## src/rtl/mctc_pkg.sv

```systemverilog
// Shared constants for the three-channel timer with conflict resolution.
// Assumes a single clk_sys domain and an AXI4-Lite register bus.
package mctc_pkg;
  localparam int NCH = 3;
  localparam int CW = 16;
  // Per-channel block stride and register offsets within a block
  localparam logic [11:0] CH_STRIDE = 12'h020;
  localparam logic [4:0] OFS_CNT = 5'h00;
  localparam logic [4:0] OFS_GRA = 5'h04;
  localparam logic [4:0] OFS_GRB = 5'h08;
  localparam logic [4:0] OFS_CTRL = 5'h0C;
  // Global registers
  localparam logic [11:0] OFS_SYNC = 12'h080;
  localparam logic [11:0] OFS_STAT = 12'h084;
  localparam logic [11:0] OFS_MASK = 12'h088;
  localparam logic [11:0] OFS_PRIO = 12'h08C;
  localparam logic [11:0] OFS_IRQV = 12'h090;
  // Control field positions
  localparam int B_RUN = 0;
  localparam int B_DOWN = 1;
  localparam int B_PWM = 2;
  localparam int B_CAPA = 3;
  localparam int B_CAPB = 4;
  localparam int B_CLR_LO = 5;
  localparam int B_CLR_HI = 6;
  localparam int B_TICK_LO = 8;
  localparam int TICK_W = 8;
  // Reset values, counter limit and clear selects
  localparam logic [15:0] RST_CNT = 16'h0000;
  localparam logic [15:0] RST_GR = 16'hFFFF;
  localparam logic [15:0] RST_CTRL = 16'h0000;
  localparam logic [5:0] RST_PRIO = 6'h24;
  localparam logic [15:0] CNT_MAX = 16'hFFFF;
  localparam logic [1:0] CLR_NONE = 2'h0;
  localparam logic [1:0] CLR_A = 2'h1;
  localparam logic [1:0] CLR_B = 2'h2;
  localparam logic [1:0] CLR_SYNC = 2'h3;
endpackage

```

## src/rtl/mctc_top.sv

```systemverilog
// Top of the three-channel 16-bit timer with AXI4-Lite registers.
// Assumes capture inputs are asynchronous pins; all logic on clk_sys.
// Operation
// RULE_01: Clear in counter write final state wins; written value discarded.
// RULE_02: Word write in final state wins over increment.
// RULE_03: Byte write in last two states skips increment; other byte kept.
// RULE_04: Register write in final state suppresses compare match event.
// RULE_05: Wrap during counter write keeps written value, wrap flag still set.
// RULE_06: Capture during register read final state returns pre-capture value.
// RULE_07: Capture clear beats increment; pre-clear count captured.
// RULE_08: Capture during register write final state wins; write dropped.
// RULE_09: Compare clear happens leaving match value; period N+1 ticks.
// RULE_10: Byte write to synced counter sets all synced counters fully.
// RULE_11: PWM mode disables capture; simultaneous A and B match suppressed.
// RULE_12: Function bit selects compare (0) or capture (1) outside PWM.
// RULE_13: Clear select 01 A, 10 B, 11 synchronous with sync bit.
// RULE_14: Three requests per channel; channel priority resettable and reorderable.
// RULE_15: Wrap flag set on up wrap FFFF-0 or down wrap 0-FFFF.
// RULE_16: Flag clears on read while set, then zero write.
// RULE_17: PWM pin high on match A, low on match B.
// RULE_18: Bus marks final access state and the state before it.
//
// Chosen here: the AXI4-Lite register port and the register offsets.
`timescale 1ns/1ps
`default_nettype none
module mctc_top #(
  parameter int NCH = mctc_pkg::NCH // Channel count
) (
  input wire logic clk_sys, // System clock
  input wire logic rstn, // Async reset, active low
  input wire logic ce, // Clock enable
  input wire logic [2:0] tick_src, // Prescaled tick pulses
  input wire logic [NCH-1:0] cap_a_pin, // Capture A pins
  input wire logic [NCH-1:0] cap_b_pin, // Capture B pins
  input wire logic [11:0] s_axi_awaddr, // Write address
  input wire logic s_axi_awvalid, // Write address valid
  output logic s_axi_awready, // Write address ready
  input wire logic [31:0] s_axi_wdata, // Write data
  input wire logic [3:0] s_axi_wstrb, // Write strobes
  input wire logic s_axi_wvalid, // Write data valid
  output logic s_axi_wready, // Write data ready
  output logic [1:0] s_axi_bresp, // Write response
  output logic s_axi_bvalid, // Write response valid
  input wire logic s_axi_bready, // Write response ready
  input wire logic [11:0] s_axi_araddr, // Read address
  input wire logic s_axi_arvalid, // Read address valid
  output logic s_axi_arready, // Read address ready
  output logic [31:0] s_axi_rdata, // Read data
  output logic [1:0] s_axi_rresp, // Read response
  output logic s_axi_rvalid, // Read valid
  input wire logic s_axi_rready, // Read ready
  output logic [NCH-1:0] pin_a_output, // PWM A outputs
  output logic irq // Interrupt level
);
  typedef enum logic [1:0] {W_IDLE, W_T2, W_T3, W_RESP} mctc_wst_t;
  typedef enum logic [1:0] {R_IDLE, R_T3, R_RESP} mctc_rst_t;
  mctc_wst_t wst_ff;
  mctc_rst_t rst_ff;
  logic aw_got_ff, w_got_ff;
  logic [11:0] awaddr_ff, araddr_ff;
  logic [31:0] wdata_ff;
  logic [3:0] wstrb_ff;
  logic [15:0] ctrl_ff [NCH];
  logic [NCH-1:0] sync_ff, mask_a_ff, mask_b_ff, mask_w_ff;
  logic [NCH-1:0] st_a_ff, st_b_ff, st_w_ff, rd_a_ff, rd_b_ff, rd_w_ff;
  logic [5:0] prio_ff;
  logic [NCH-1:0] ca_s1_ff, ca_s2_ff, cb_s1_ff, cb_s2_ff;
  logic [15:0] cnt [NCH];
  logic [15:0] general_reg_a [NCH];
  logic [15:0] general_reg_b [NCH];
  logic [NCH-1:0] clr_e, ev_a, ev_b, ev_w, pin_a;
  logic [NCH-1:0] cnt_t3, cnt_t2, gra_t3, grb_t3;
  logic [NCH-1:0] ev_a_ff, ev_b_ff;
  logic sync_clr;
  logic [1:0] wch, rch;
  logic [4:0] wofs, rofs;
  logic wglob, rglob, wbyte, wmap, rmap;
  logic [15:0] wmerge;
  logic [31:0] nxt_rdata;
  logic [7:0] irq_vec_ff;
  assign wch = awaddr_ff[6:5];
  assign wofs = awaddr_ff[4:0];
  assign wglob = awaddr_ff[7];
  assign rch = araddr_ff[6:5];
  assign rofs = araddr_ff[4:0];
  assign rglob = araddr_ff[7];
  assign wbyte = (wstrb_ff[1:0] != 2'h3);
  assign wmap = (awaddr_ff[11:8] == 4'h0) & (wglob ? (awaddr_ff[6:0] <= 7'h10) : (32'(wch) < NCH));
  assign rmap = (araddr_ff[11:8] == 4'h0) & (rglob ? (araddr_ff[6:0] <= 7'h10) : (32'(rch) < NCH));
  // AXI write path: both channels taken in any order, then T2, T3, response
  always_ff @(posedge clk_sys or negedge rstn) begin
    if (!rstn) begin
      wst_ff <= W_IDLE;
      aw_got_ff <= 1'b0;
      w_got_ff <= 1'b0;
      awaddr_ff <= 12'h000;
      wdata_ff <= 32'h00000000;
      wstrb_ff <= 4'h0;
      s_axi_awready <= 1'b0;
      s_axi_wready <= 1'b0;
      s_axi_bvalid <= 1'b0;
      s_axi_bresp <= 2'h0;
    end else if (ce) begin
      s_axi_awready <= (wst_ff == W_IDLE) & ~aw_got_ff & ~(s_axi_awvalid & s_axi_awready);
      s_axi_wready <= (wst_ff == W_IDLE) & ~w_got_ff & ~(s_axi_wvalid & s_axi_wready);
      case (wst_ff)
        W_IDLE: begin
          if (s_axi_awvalid & s_axi_awready) begin
            awaddr_ff <= s_axi_awaddr;
            aw_got_ff <= 1'b1;
          end
          if (s_axi_wvalid & s_axi_wready) begin
            wdata_ff <= s_axi_wdata;
            wstrb_ff <= s_axi_wstrb;
            w_got_ff <= 1'b1;
          end
          if (aw_got_ff & w_got_ff) begin
            wst_ff <= W_T2; // [RULE_18]
          end
        end
        W_T2: wst_ff <= W_T3;
        W_T3: begin
          wst_ff <= W_RESP;
          s_axi_bvalid <= 1'b1;
          s_axi_bresp <= wmap ? 2'h0 : 2'h2;
        end
        W_RESP: begin
          if (s_axi_bready) begin
            s_axi_bvalid <= 1'b0;
            aw_got_ff <= 1'b0;
            w_got_ff <= 1'b0;
            wst_ff <= W_IDLE;
          end
        end
        default: wst_ff <= W_IDLE;
      endcase
    end
  end
  // Merge byte lanes into the addressed counter
  always_comb begin
    wmerge = cnt[(32'(wch) < NCH) ? wch : 2'h0];
    if (wstrb_ff[0]) begin
      wmerge[7:0] = wdata_ff[7:0];
    end
    if (wstrb_ff[1]) begin
      wmerge[15:8] = wdata_ff[15:8];
    end
  end
  always_comb begin
    for (int i = 0; i < NCH; i++) begin
      cnt_t3[i] = (wst_ff == W_T3) & ~wglob & wmap & (wofs == mctc_pkg::OFS_CNT) & (wstrb_ff[1:0] != 2'h0) &
                  ((32'(wch) == i) | (sync_ff[i] & sync_ff[wch])); // [RULE_10]
      cnt_t2[i] = (wst_ff == W_T2) & ~wglob & wmap & (wofs == mctc_pkg::OFS_CNT) & wbyte &
                  ((32'(wch) == i) | (sync_ff[i] & sync_ff[wch])); // [RULE_03]
      gra_t3[i] = (wst_ff == W_T3) & ~wglob & wmap & (32'(wch) == i) & (wofs == mctc_pkg::OFS_GRA);
      grb_t3[i] = (wst_ff == W_T3) & ~wglob & wmap & (32'(wch) == i) & (wofs == mctc_pkg::OFS_GRB);
    end
  end
  // Configuration registers
  always_ff @(posedge clk_sys or negedge rstn) begin
    if (!rstn) begin
      for (int i = 0; i < NCH; i++) begin
        ctrl_ff[i] <= mctc_pkg::RST_CTRL;
      end
      sync_ff <= '0;
      mask_a_ff <= '0;
      mask_b_ff <= '0;
      mask_w_ff <= '0;
      prio_ff <= mctc_pkg::RST_PRIO; // [RULE_14]
    end else if (ce & (wst_ff == W_T3) & wmap) begin
      if (~wglob & (wofs == mctc_pkg::OFS_CTRL)) begin
        ctrl_ff[wch] <= wdata_ff[15:0];
      end
      if (wglob & (awaddr_ff[6:0] == mctc_pkg::OFS_SYNC[6:0])) begin
        sync_ff <= wdata_ff[NCH-1:0];
      end
      if (wglob & (awaddr_ff[6:0] == mctc_pkg::OFS_MASK[6:0])) begin
        mask_a_ff <= wdata_ff[NCH-1:0];
        mask_b_ff <= wdata_ff[8+NCH-1:8];
        mask_w_ff <= wdata_ff[16+NCH-1:16];
      end
      if (wglob & (awaddr_ff[6:0] == mctc_pkg::OFS_PRIO[6:0])) begin
        prio_ff <= wdata_ff[5:0]; // [RULE_14]
      end
    end
  end
  // Capture pin synchronisers
  always_ff @(posedge clk_sys or negedge rstn) begin
    if (!rstn) begin
      ca_s1_ff <= '0;
      ca_s2_ff <= '0;
      cb_s1_ff <= '0;
      cb_s2_ff <= '0;
    end else if (ce) begin
      ca_s1_ff <= cap_a_pin;
      ca_s2_ff <= ca_s1_ff;
      cb_s1_ff <= cap_b_pin;
      cb_s2_ff <= cb_s1_ff;
    end
  end
  always_ff @(posedge clk_sys or negedge rstn) begin
    if (!rstn) begin
      ev_a_ff <= '0;
      ev_b_ff <= '0;
    end else if (ce) begin
      ev_a_ff <= ca_s2_ff;
      ev_b_ff <= cb_s2_ff;
    end
  end
  assign sync_clr = |(clr_e & sync_ff);
  for (genvar g = 0; g < NCH; g++) begin : g_ch
    mctc_channel u_ch (
      .clk_sys(clk_sys),
      .rstn(rstn),
      .ce(ce),
      .ctrl(ctrl_ff[g]),
      .tick(tick_src[ctrl_ff[g][mctc_pkg::B_TICK_LO +: 2]]),
      .sync_clr_in(sync_clr & sync_ff[g]), // [RULE_13]
      .cap_a_in(ca_s2_ff[g] & ~ev_a_ff[g]),
      .cap_b_in(cb_s2_ff[g] & ~ev_b_ff[g]),
      .cnt_wr_t3(cnt_t3[g]),
      .cnt_wr_t2(cnt_t2[g]),
      .cnt_wdata(wmerge),
      .gra_wr_t3(gra_t3[g]),
      .grb_wr_t3(grb_t3[g]),
      .gr_wdata(wdata_ff[15:0]),
      .cnt_q(cnt[g]),
      .gra_q(general_reg_a[g]),
      .grb_q(general_reg_b[g]),
      .clr_evt(clr_e[g]),
      .ev_a(ev_a[g]),
      .ev_b(ev_b[g]),
      .ev_wrap(ev_w[g]),
      .pin_a_output(pin_a[g])
    );
  end
  // Read data sampled in T3 from the registers before this edge
  always_comb begin
    nxt_rdata = 32'h00000000;
    if (~rmap) begin
      nxt_rdata = 32'h00000000;
    end else if (~rglob) begin
      case (rofs)
        mctc_pkg::OFS_CNT: nxt_rdata = {16'h0000, cnt[rch]};
        mctc_pkg::OFS_GRA: nxt_rdata = {16'h0000, general_reg_a[rch]}; // [RULE_06]
        mctc_pkg::OFS_GRB: nxt_rdata = {16'h0000, general_reg_b[rch]}; // [RULE_06]
        mctc_pkg::OFS_CTRL: nxt_rdata = {16'h0000, ctrl_ff[rch]};
        default: nxt_rdata = 32'h00000000;
      endcase
    end else begin
      case (araddr_ff[6:0])
        mctc_pkg::OFS_SYNC[6:0]: nxt_rdata = 32'(sync_ff);
        mctc_pkg::OFS_STAT[6:0]: nxt_rdata = {8'h00, 5'h00, st_w_ff, 5'h00, st_b_ff, 5'h00, st_a_ff};
        mctc_pkg::OFS_MASK[6:0]: nxt_rdata = {8'h00, 5'h00, mask_w_ff, 5'h00, mask_b_ff, 5'h00, mask_a_ff};
        mctc_pkg::OFS_PRIO[6:0]: nxt_rdata = {26'h0000000, prio_ff};
        mctc_pkg::OFS_IRQV[6:0]: nxt_rdata = {24'h000000, irq_vec_ff};
        default: nxt_rdata = 32'h00000000;
      endcase
    end
  end
  always_ff @(posedge clk_sys or negedge rstn) begin
    if (!rstn) begin
      rst_ff <= R_IDLE;
      araddr_ff <= 12'h000;
      s_axi_arready <= 1'b0;
      s_axi_rvalid <= 1'b0;
      s_axi_rdata <= 32'h00000000;
      s_axi_rresp <= 2'h0;
    end else if (ce) begin
      s_axi_arready <= (rst_ff == R_IDLE) & ~(s_axi_arvalid & s_axi_arready);
      case (rst_ff)
        R_IDLE: begin
          if (s_axi_arvalid & s_axi_arready) begin
            araddr_ff <= s_axi_araddr;
            rst_ff <= R_T3;
          end
        end
        R_T3: begin
          s_axi_rdata <= nxt_rdata;
          s_axi_rresp <= rmap ? 2'h0 : 2'h2;
          s_axi_rvalid <= 1'b1;
          rst_ff <= R_RESP;
        end
        R_RESP: begin
          if (s_axi_rready) begin
            s_axi_rvalid <= 1'b0;
            rst_ff <= R_IDLE;
          end
        end
        default: rst_ff <= R_IDLE;
      endcase
    end
  end
  // Sticky flags: arm on read while set, clear on zero write; set wins
  logic stat_rd, stat_wr;
  assign stat_rd = (rst_ff == R_T3) & rglob & (araddr_ff[6:0] == mctc_pkg::OFS_STAT[6:0]);
  assign stat_wr = (wst_ff == W_T3) & wglob & (awaddr_ff[6:0] == mctc_pkg::OFS_STAT[6:0]);
  always_ff @(posedge clk_sys or negedge rstn) begin
    if (!rstn) begin
      st_a_ff <= '0;
      st_b_ff <= '0;
      st_w_ff <= '0;
      rd_a_ff <= '0;
      rd_b_ff <= '0;
      rd_w_ff <= '0;
    end else if (ce) begin
      // [RULE_16]
      st_a_ff <= ev_a | (st_a_ff & ~(stat_wr ? (rd_a_ff & ~wdata_ff[NCH-1:0]) : '0));
      st_b_ff <= ev_b | (st_b_ff & ~(stat_wr ? (rd_b_ff & ~wdata_ff[8+NCH-1:8]) : '0));
      st_w_ff <= ev_w | (st_w_ff & ~(stat_wr ? (rd_w_ff & ~wdata_ff[16+NCH-1:16]) : '0)); // [RULE_05]
      if (stat_rd) begin
        rd_a_ff <= st_a_ff;
        rd_b_ff <= st_b_ff;
        rd_w_ff <= st_w_ff;
      end else if (stat_wr) begin
        rd_a_ff <= '0;
        rd_b_ff <= '0;
        rd_w_ff <= '0;
      end
    end
  end
  // Highest-priority pending source: channel order from prio, A then B then wrap
  logic [NCH-1:0] pend_a, pend_b, pend_w;
  logic [7:0] nxt_vec;
  logic [1:0] pc;
  assign pend_a = st_a_ff & mask_a_ff;
  assign pend_b = st_b_ff & mask_b_ff;
  assign pend_w = st_w_ff & mask_w_ff;
  always_comb begin
    nxt_vec = 8'h00;
    pc = 2'h0;
    for (int k = NCH - 1; k >= 0; k--) begin
      pc = prio_ff[2*k +: 2];
      if (32'(pc) < NCH) begin
        if (pend_w[pc]) begin
          nxt_vec = {4'h8, 2'h2, pc};
        end
        if (pend_b[pc]) begin
          nxt_vec = {4'h8, 2'h1, pc};
        end
        if (pend_a[pc]) begin
          nxt_vec = {4'h8, 2'h0, pc}; // [RULE_14]
        end
      end
    end
  end
  always_ff @(posedge clk_sys or negedge rstn) begin
    if (!rstn) begin
      irq <= 1'b0;
      irq_vec_ff <= 8'h00;
      pin_a_output <= '0;
    end else if (ce) begin
      irq <= |{pend_a, pend_b, pend_w};
      irq_vec_ff <= nxt_vec;
      pin_a_output <= pin_a;
    end
  end
endmodule
`default_nettype wire

```

## src/rtl/mctc_channel.sv

```systemverilog
// One 16-bit timer channel: counter, two general registers, one output pin.
// Assumes the top supplies access-phase strobes, all on clk_sys.
`timescale 1ns/1ps
`default_nettype none
module mctc_channel (
  input wire logic clk_sys, // System clock
  input wire logic rstn, // Async reset, active low
  input wire logic ce, // Clock enable
  input wire logic [15:0] ctrl, // Channel control
  input wire logic tick, // Increment pulse
  input wire logic sync_clr_in, // Clear from synced channels
  input wire logic cap_a_in, // Synced capture A edge
  input wire logic cap_b_in, // Synced capture B edge
  input wire logic cnt_wr_t3, // Counter write final state
  input wire logic cnt_wr_t2, // Counter write state before final
  input wire logic [15:0] cnt_wdata, // Merged counter write value
  input wire logic gra_wr_t3, // Reg A write final state
  input wire logic grb_wr_t3, // Reg B write final state
  input wire logic [15:0] gr_wdata, // General register write value
  output logic [15:0] cnt_q, // Counter value
  output logic [15:0] gra_q, // General reg A
  output logic [15:0] grb_q, // General reg B
  output logic clr_evt, // Own clear happened in the previous cycle
  output logic ev_a, // Match or capture A event
  output logic ev_b, // Match or capture B event
  output logic ev_wrap, // Wrap event
  output logic pin_a_output // Channel A output pin
);
  logic pwm, down, capa, capb, run;
  logic [1:0] clr_sel;
  logic inc, match_a, match_b, cma, cmb, cpa, cpb, wrap, clr_req;
  logic [15:0] nxt_cnt;
  assign pwm = ctrl[mctc_pkg::B_PWM];
  assign down = ctrl[mctc_pkg::B_DOWN];
  assign run = ctrl[mctc_pkg::B_RUN];
  assign capa = ctrl[mctc_pkg::B_CAPA] & ~pwm; // [RULE_11] [RULE_12]
  assign capb = ctrl[mctc_pkg::B_CAPB] & ~pwm; // [RULE_11] [RULE_12]
  assign clr_sel = {ctrl[mctc_pkg::B_CLR_HI], ctrl[mctc_pkg::B_CLR_LO]};
  assign inc = run & tick;
  // Match fires as the counter leaves the matching value
  assign match_a = inc & (cnt_q == gra_q) & ~capa;
  assign match_b = inc & (cnt_q == grb_q) & ~capb;
  assign cma = match_a & ~gra_wr_t3 & ~(pwm & match_b); // [RULE_04] [RULE_11]
  assign cmb = match_b & ~grb_wr_t3 & ~(pwm & match_a); // [RULE_04] [RULE_11]
  assign cpa = capa & cap_a_in;
  assign cpb = capb & cap_b_in;
  assign wrap = inc & (down ? (cnt_q == mctc_pkg::RST_CNT) : (cnt_q == mctc_pkg::CNT_MAX)); // [RULE_15]
  // [RULE_09] [RULE_13]
  assign clr_req = (clr_sel == mctc_pkg::CLR_A & (cma | cpa)) | (clr_sel == mctc_pkg::CLR_B & (cmb | cpb)) |
                   (clr_sel == mctc_pkg::CLR_SYNC & sync_clr_in);
  always_comb begin
    nxt_cnt = cnt_q;
    if (clr_req) begin
      nxt_cnt = mctc_pkg::RST_CNT; // [RULE_01] [RULE_07]
    end else if (cnt_wr_t3 | cnt_wr_t2) begin
      if (cnt_wr_t3) begin
        nxt_cnt = cnt_wdata; // [RULE_02] [RULE_03] [RULE_05]
      end
    end else if (inc) begin
      nxt_cnt = down ? cnt_q - 16'h0001 : cnt_q + 16'h0001;
    end
  end
  always_ff @(posedge clk_sys or negedge rstn) begin
    if (!rstn) begin
      cnt_q <= mctc_pkg::RST_CNT;
    end else if (ce) begin
      cnt_q <= nxt_cnt;
    end
  end
  always_ff @(posedge clk_sys or negedge rstn) begin
    if (!rstn) begin
      gra_q <= mctc_pkg::RST_GR;
      grb_q <= mctc_pkg::RST_GR;
    end else if (ce) begin
      if (cpa) begin
        gra_q <= cnt_q; // [RULE_07] [RULE_08]
      end else if (gra_wr_t3) begin
        gra_q <= gr_wdata;
      end
      if (cpb) begin
        grb_q <= cnt_q; // [RULE_08]
      end else if (grb_wr_t3) begin
        grb_q <= gr_wdata;
      end
    end
  end
  always_ff @(posedge clk_sys or negedge rstn) begin
    if (!rstn) begin
      clr_evt <= 1'b0;
      ev_a <= 1'b0;
      ev_b <= 1'b0;
      ev_wrap <= 1'b0;
      pin_a_output <= 1'b0;
    end else if (ce) begin
      clr_evt <= clr_req & (clr_sel != mctc_pkg::CLR_SYNC);
      ev_a <= cma | cpa;
      ev_b <= cmb | cpb;
      ev_wrap <= wrap; // [RULE_05]
      if (pwm & cma) begin
        pin_a_output <= 1'b1; // [RULE_17]
      end else if (pwm & cmb) begin
        pin_a_output <= 1'b0; // [RULE_17]
      end
    end
  end
endmodule
`default_nettype wire

```

## config.mk

```make
export PLATFORM = sky130hd
export DESIGN_NAME = mctc_top
export DESIGN_NICKNAME = d
export VERILOG_FILES = /design/src/rtl/mctc_pkg.sv /design/src/rtl/mctc_top.sv /design/src/rtl/mctc_channel.sv
export SDC_FILE = /design/constraint.sdc
export NUM_CORES = 1
export LEC_CHECK = 0
export CORE_MARGIN = 1.5
export CORE_UTILIZATION = 45
export DETAILED_ROUTE_END_ITERATION = 16
export DONT_BUFFER_PORTS = 1
export PLACE_DENSITY_LB_ADDON = 0.05
export SLEW_MARGIN = 10
export SYNTH_ARGS = -nofsm -noshare
export SYNTH_HDL_FRONTEND = slang
export SYNTH_HIERARCHICAL = 1
export SYNTH_SLANG_ARGS = --single-unit
export TNS_END_PERCENT = 50
```

## constraint.sdc

```tcl
create_clock -name clk_sys -period 5 [get_ports clk_sys]
set_clock_uncertainty 0.2 [all_clocks]
set_input_delay 0.5 -clock clk_sys [delete_from_list [all_inputs] [get_ports clk_sys]]
set_output_delay 0.5 -clock clk_sys [all_outputs]
set_load 0.01 [all_outputs]
```

==> results.json <==
{
  "antenna_found_initial": 2,
  "setup_viol": 0,
  "rows": 81,
  "post_dp_cell_area_mm2": 0.02293,
  "peakVddDrop_v": 0.0002705,
  "synth_top_area_share_pct": 27.65,
  "drive_above_1_share_pct": 19.68,
  "cp_common_cell": "nor3_1",
  "fmax_mhz": 248.6,
  "finalCritPeriodShare_pct": 80.44,
  "endpoint": "g_ch[2].u_ch/cnt_q[14]$_DFFE_PN0P_",
  "worstSetupEndpointType": "flop",
  "synth_cell_types": 98,
  "gp_congestion": 0.9645,
  "htreeDepth": 2,
  "die_area_mm2": 0.05143,
  "dp_slack_ns": 1.059,
  "comb_power_share_pct": 33.1,
  "final_area_mm2": 0.02496,
  "worstPathRequired_ns": 5.23,
  "vias": 18998,
  "die_y_um": 226.8,
  "status": "finished, violations left",
  "place_hpwl_mm": 57.28,
  "drv_slew": 0,
  "drt-total-wl_mm": 83.32,
  "utilization_pct": 50.77,
  "slew_headroom_pct": 13.48,
  "yosysWarningCount": 6,
  "grt_max_degree": 348,
  "p_sw_w": 0.004227,
  "synth_area_leader_cell": "dfrtp_1",
  "p_leak_nw": 10.34,
  "cp_max_fo": 25,
  "r2r-start": "awaddr_ff[9]$_DFFE_PN0P_",
  "synth-edff-count": 0,
  "avgSynthCellArea_um2": 9.681,
  "synth_compound_gate_area_share_pct": 18.17,
  "worstSetupPathType": "reg -> reg",
  "drv_cap": 0,
  "io_buffers": 0,
  "drt_first_pass_iters": 5,
  "die_x_um": 226.8,
  "cp_slowest_cell": "nor3_1",
  "failed_checks": "negative hold slack",
  "core_mm2": 0.04915,
  "path_cells": "or4_4 > nor3_2 > nand3_1 > nor3_1 > and2_1 > or2_2 > or4_1 > mux2i_1 > a2111oi_0 > nor3_1",
  "cts_buffer_depth": 3,
  "seq_area_frac_synth_pct": 39.07,
  "setup_slack_ns": 0.9780,
  "hp-class": "in -> async",
  "synth.area.top_cells": "dfrtp_1, dfstp_2, mux2_2",
  "clk_latency_ns": 0.58,
  "io_pins": 122,
  "clkPwrFrac_pct": 30.4,
  "fin_nets": 2435,
  "synth-main-ff-cell": "dfrtp_1",
  "hold_viol": 316,
  "final_antenna_net_count": 0,
  "tightestPinTransition_ns": 1.284,
  "drtIter0Drc": 1893,
  "ff2ff_path_depth": 10,
  "postCtsResizedCells": 0,
  "grt_pass1_wl_mm": 122.3,
  "synth_top_family_by_area": "compound AO/OA/AOI/OAI gates",
  "start_util_pct": 45.85,
  "critPathLaunch": "awaddr_ff[9]$_DFFE_PN0P_",
  "intPower_w": 0.006375,
  "whs_ns": -0.5530,
  "cts_tree": "yes",
  "cts_root_buffer": "clkbuf_16",
  "clkTransAtPathRegs_ns": 0.06,
  "power_density_mw_per_mm2": 424.8,
  "rsz0062_at_grt": "no",
  "cts_hold_buffers": 56,
  "slowest_delay_ns": 0.79,
  "synthMuxAreaShare_pct": 15.63,
  "reg2reg_setup_slack_ns": 0.98,
  "switching_share_pct": 39.87,
  "reg2reg_to": "g_ch[2].u_ch/cnt_q[14]$_DFFE_PN0P_",
  "async_flop_share_pct": 100.0,
  "grt-ovfl-total": 0,
  "area_growth_pct": 10.73,
  "post-cts-setup-buffers": 0,
  "synth-xor-area-share_pct": 4.469,
  "grt_pass1_vias": 18062,
  "arrival_ns": 4.26,
  "seq_power_share_pct": 36.5,
  "cts_sinks": 347,
  "syn_area_mm2": 0.02254,
  "grt.total_usage_pct": 32.45,
  "synthCells": 2328,
  "drc": 0,
  "avgRoutedWirePerCell_um": 27.71,
  "synth-seq-cells": 347,
  "start_kind": "flop",
  "synthAdderAreaFrac_pct": 2.865,
  "fin_crit_ns": 4.022,
  "cts_buffers": 42,
  "via_per_inst": 6.318,
  "synth-simple-area-share_pct": 14.94,
  "tns_ns": 0
}
flip-flops by register name, indices dropped and copies added, names as in the netlist, 5 cells and up:
name	count
prio_ff	6
ctrl_ff	48
g_ch.u_ch/cnt_q	48
g_ch.u_ch/grb_q	48
g_ch.u_ch/gra_q	48
awaddr_ff	12
s_axi_rdata	19
araddr_ff	12
irq_vec_ff	5
wdata_ff	19
cells in the mapped netlist (all sizes together), types with 7 or more instances:
cell     instances
nand2          255
dfrtp          249
o21ai          207
mux2           173
mux2i          149
dfstp           98
nor2            97
buf             96
clkbuf          95
a21oi           84
nor3            59
xor2            58
xnor2           57
nand3           52
ha              46
nand4           46
inv             30
nor2b           30
a22o            29
nor4            27
a21o            26
o31ai           26
a22oi           23
a221oi          21
and2            20
a31oi           19
o211ai          18
nand3b          16
o21a            15
nand2b          13
a211oi          12
a32o            10
and3            10
nand4b          10
a211o            9
o22ai            9
a21boi           8
a41oi            8
or2              8
or3              8
o2bb2ai          7
o41ai            7
per-stage QoR:
stage,total power [W],instances
after global routing,0.01095,3006
final,0.01060,3007
after floorplan,0.005741,2342
after CTS,0.01052,3006
after global placement,0.007178,2873
after detailed placement,0.007224,2873
worst max-delay path: cells and delay by family (launching register included):
family	cells	cell delay [ns]
flops	1	0.37
mux	1	0.06
simple gates	8	2.81
compound gates	1	0.43
final cells by class:
cell class	instances	area (um^2)
timing repair buffer	114	1013
inverter	31	116.4
tap	664	830.8
clock buffer	64	1275
fill	4558	24200
multi-input combinational	1773	12740
sequential	347	8811
antenna	1	2.502
clock inverter	13	168.9
worst min path at each step:
stage | depth (start not counted) | end | startpoint
after global placement | 0 | ctrl_ff[30]$_DFFE_PN0P_ | rstn
after global routing | 0 | ctrl_ff[30]$_DFFE_PN0P_ | rstn
after CTS | 0 | g_ch[1].u_ch/cnt_q[1]$_DFFE_PN0P_ | rstn
after detailed placement | 0 | ctrl_ff[23]$_DFFE_PN0P_ | rstn
after floorplan | 0 | araddr_ff[0]$_DFFE_PN0P_ | rstn
final | 0 | ctrl_ff[30]$_DFFE_PN0P_ | rstn
power groups by stage:
stage / sequential, W / clock (W) / combinational (W)
3_5_place_dp: 0.00388 / 0 / 0.00334
3_3_place_gp: 0.00387 / 0 / 0.00331
2_1_floorplan: 0.00358 / 0 / 0.00216
4_1_cts: 0.00384 / 0.00327 / 0.00340
6_report: 0.00386 / 0.00322 / 0.00351
5_1_grt: 0.00390 / 0.00338 / 0.00367
per-layer routing:
layer | vias up | routed length (um) | part of all wire [%] | GRT usage [%]
li1 | 8503 | - | - | -
met1 | 9510 | 36330 | 44 | 44.66
met2 | 818 | 36490 | 44 | 49.36
met3 | 163 | 6619 | 7.9 | 6.363
met4 | 4 | 3853 | 4.6 | 14.22
met5 | - | 26 | 0.031 | 0
cell families after synthesis:
logic type	count (synthesis)
buf+inv	222
compound gates	600
mux	324
fa+ha+maj	50
simple gates	669
xor+xnor	115
other cells	1
flops	347
cell usage in the layout, fill, tap and decap left out, drive strengths merged, types with 23 or more instances in the layout:
cell type      n
nand2        255
dfrtp        249
o21ai        207
mux2         173
mux2i        149
dfstp         98
nor2          97
a21oi         84
clkbuf        64
buf           59
nor3          59
xor2          58
xnor2         57
dlygate4sd3   55
nand3         52
ha            46
nand4         46
inv           31
nor2b         30
a22o          29
nor4          27
a21o          26
o31ai         26
a22oi         23
(Power assumes the default switching activity.)
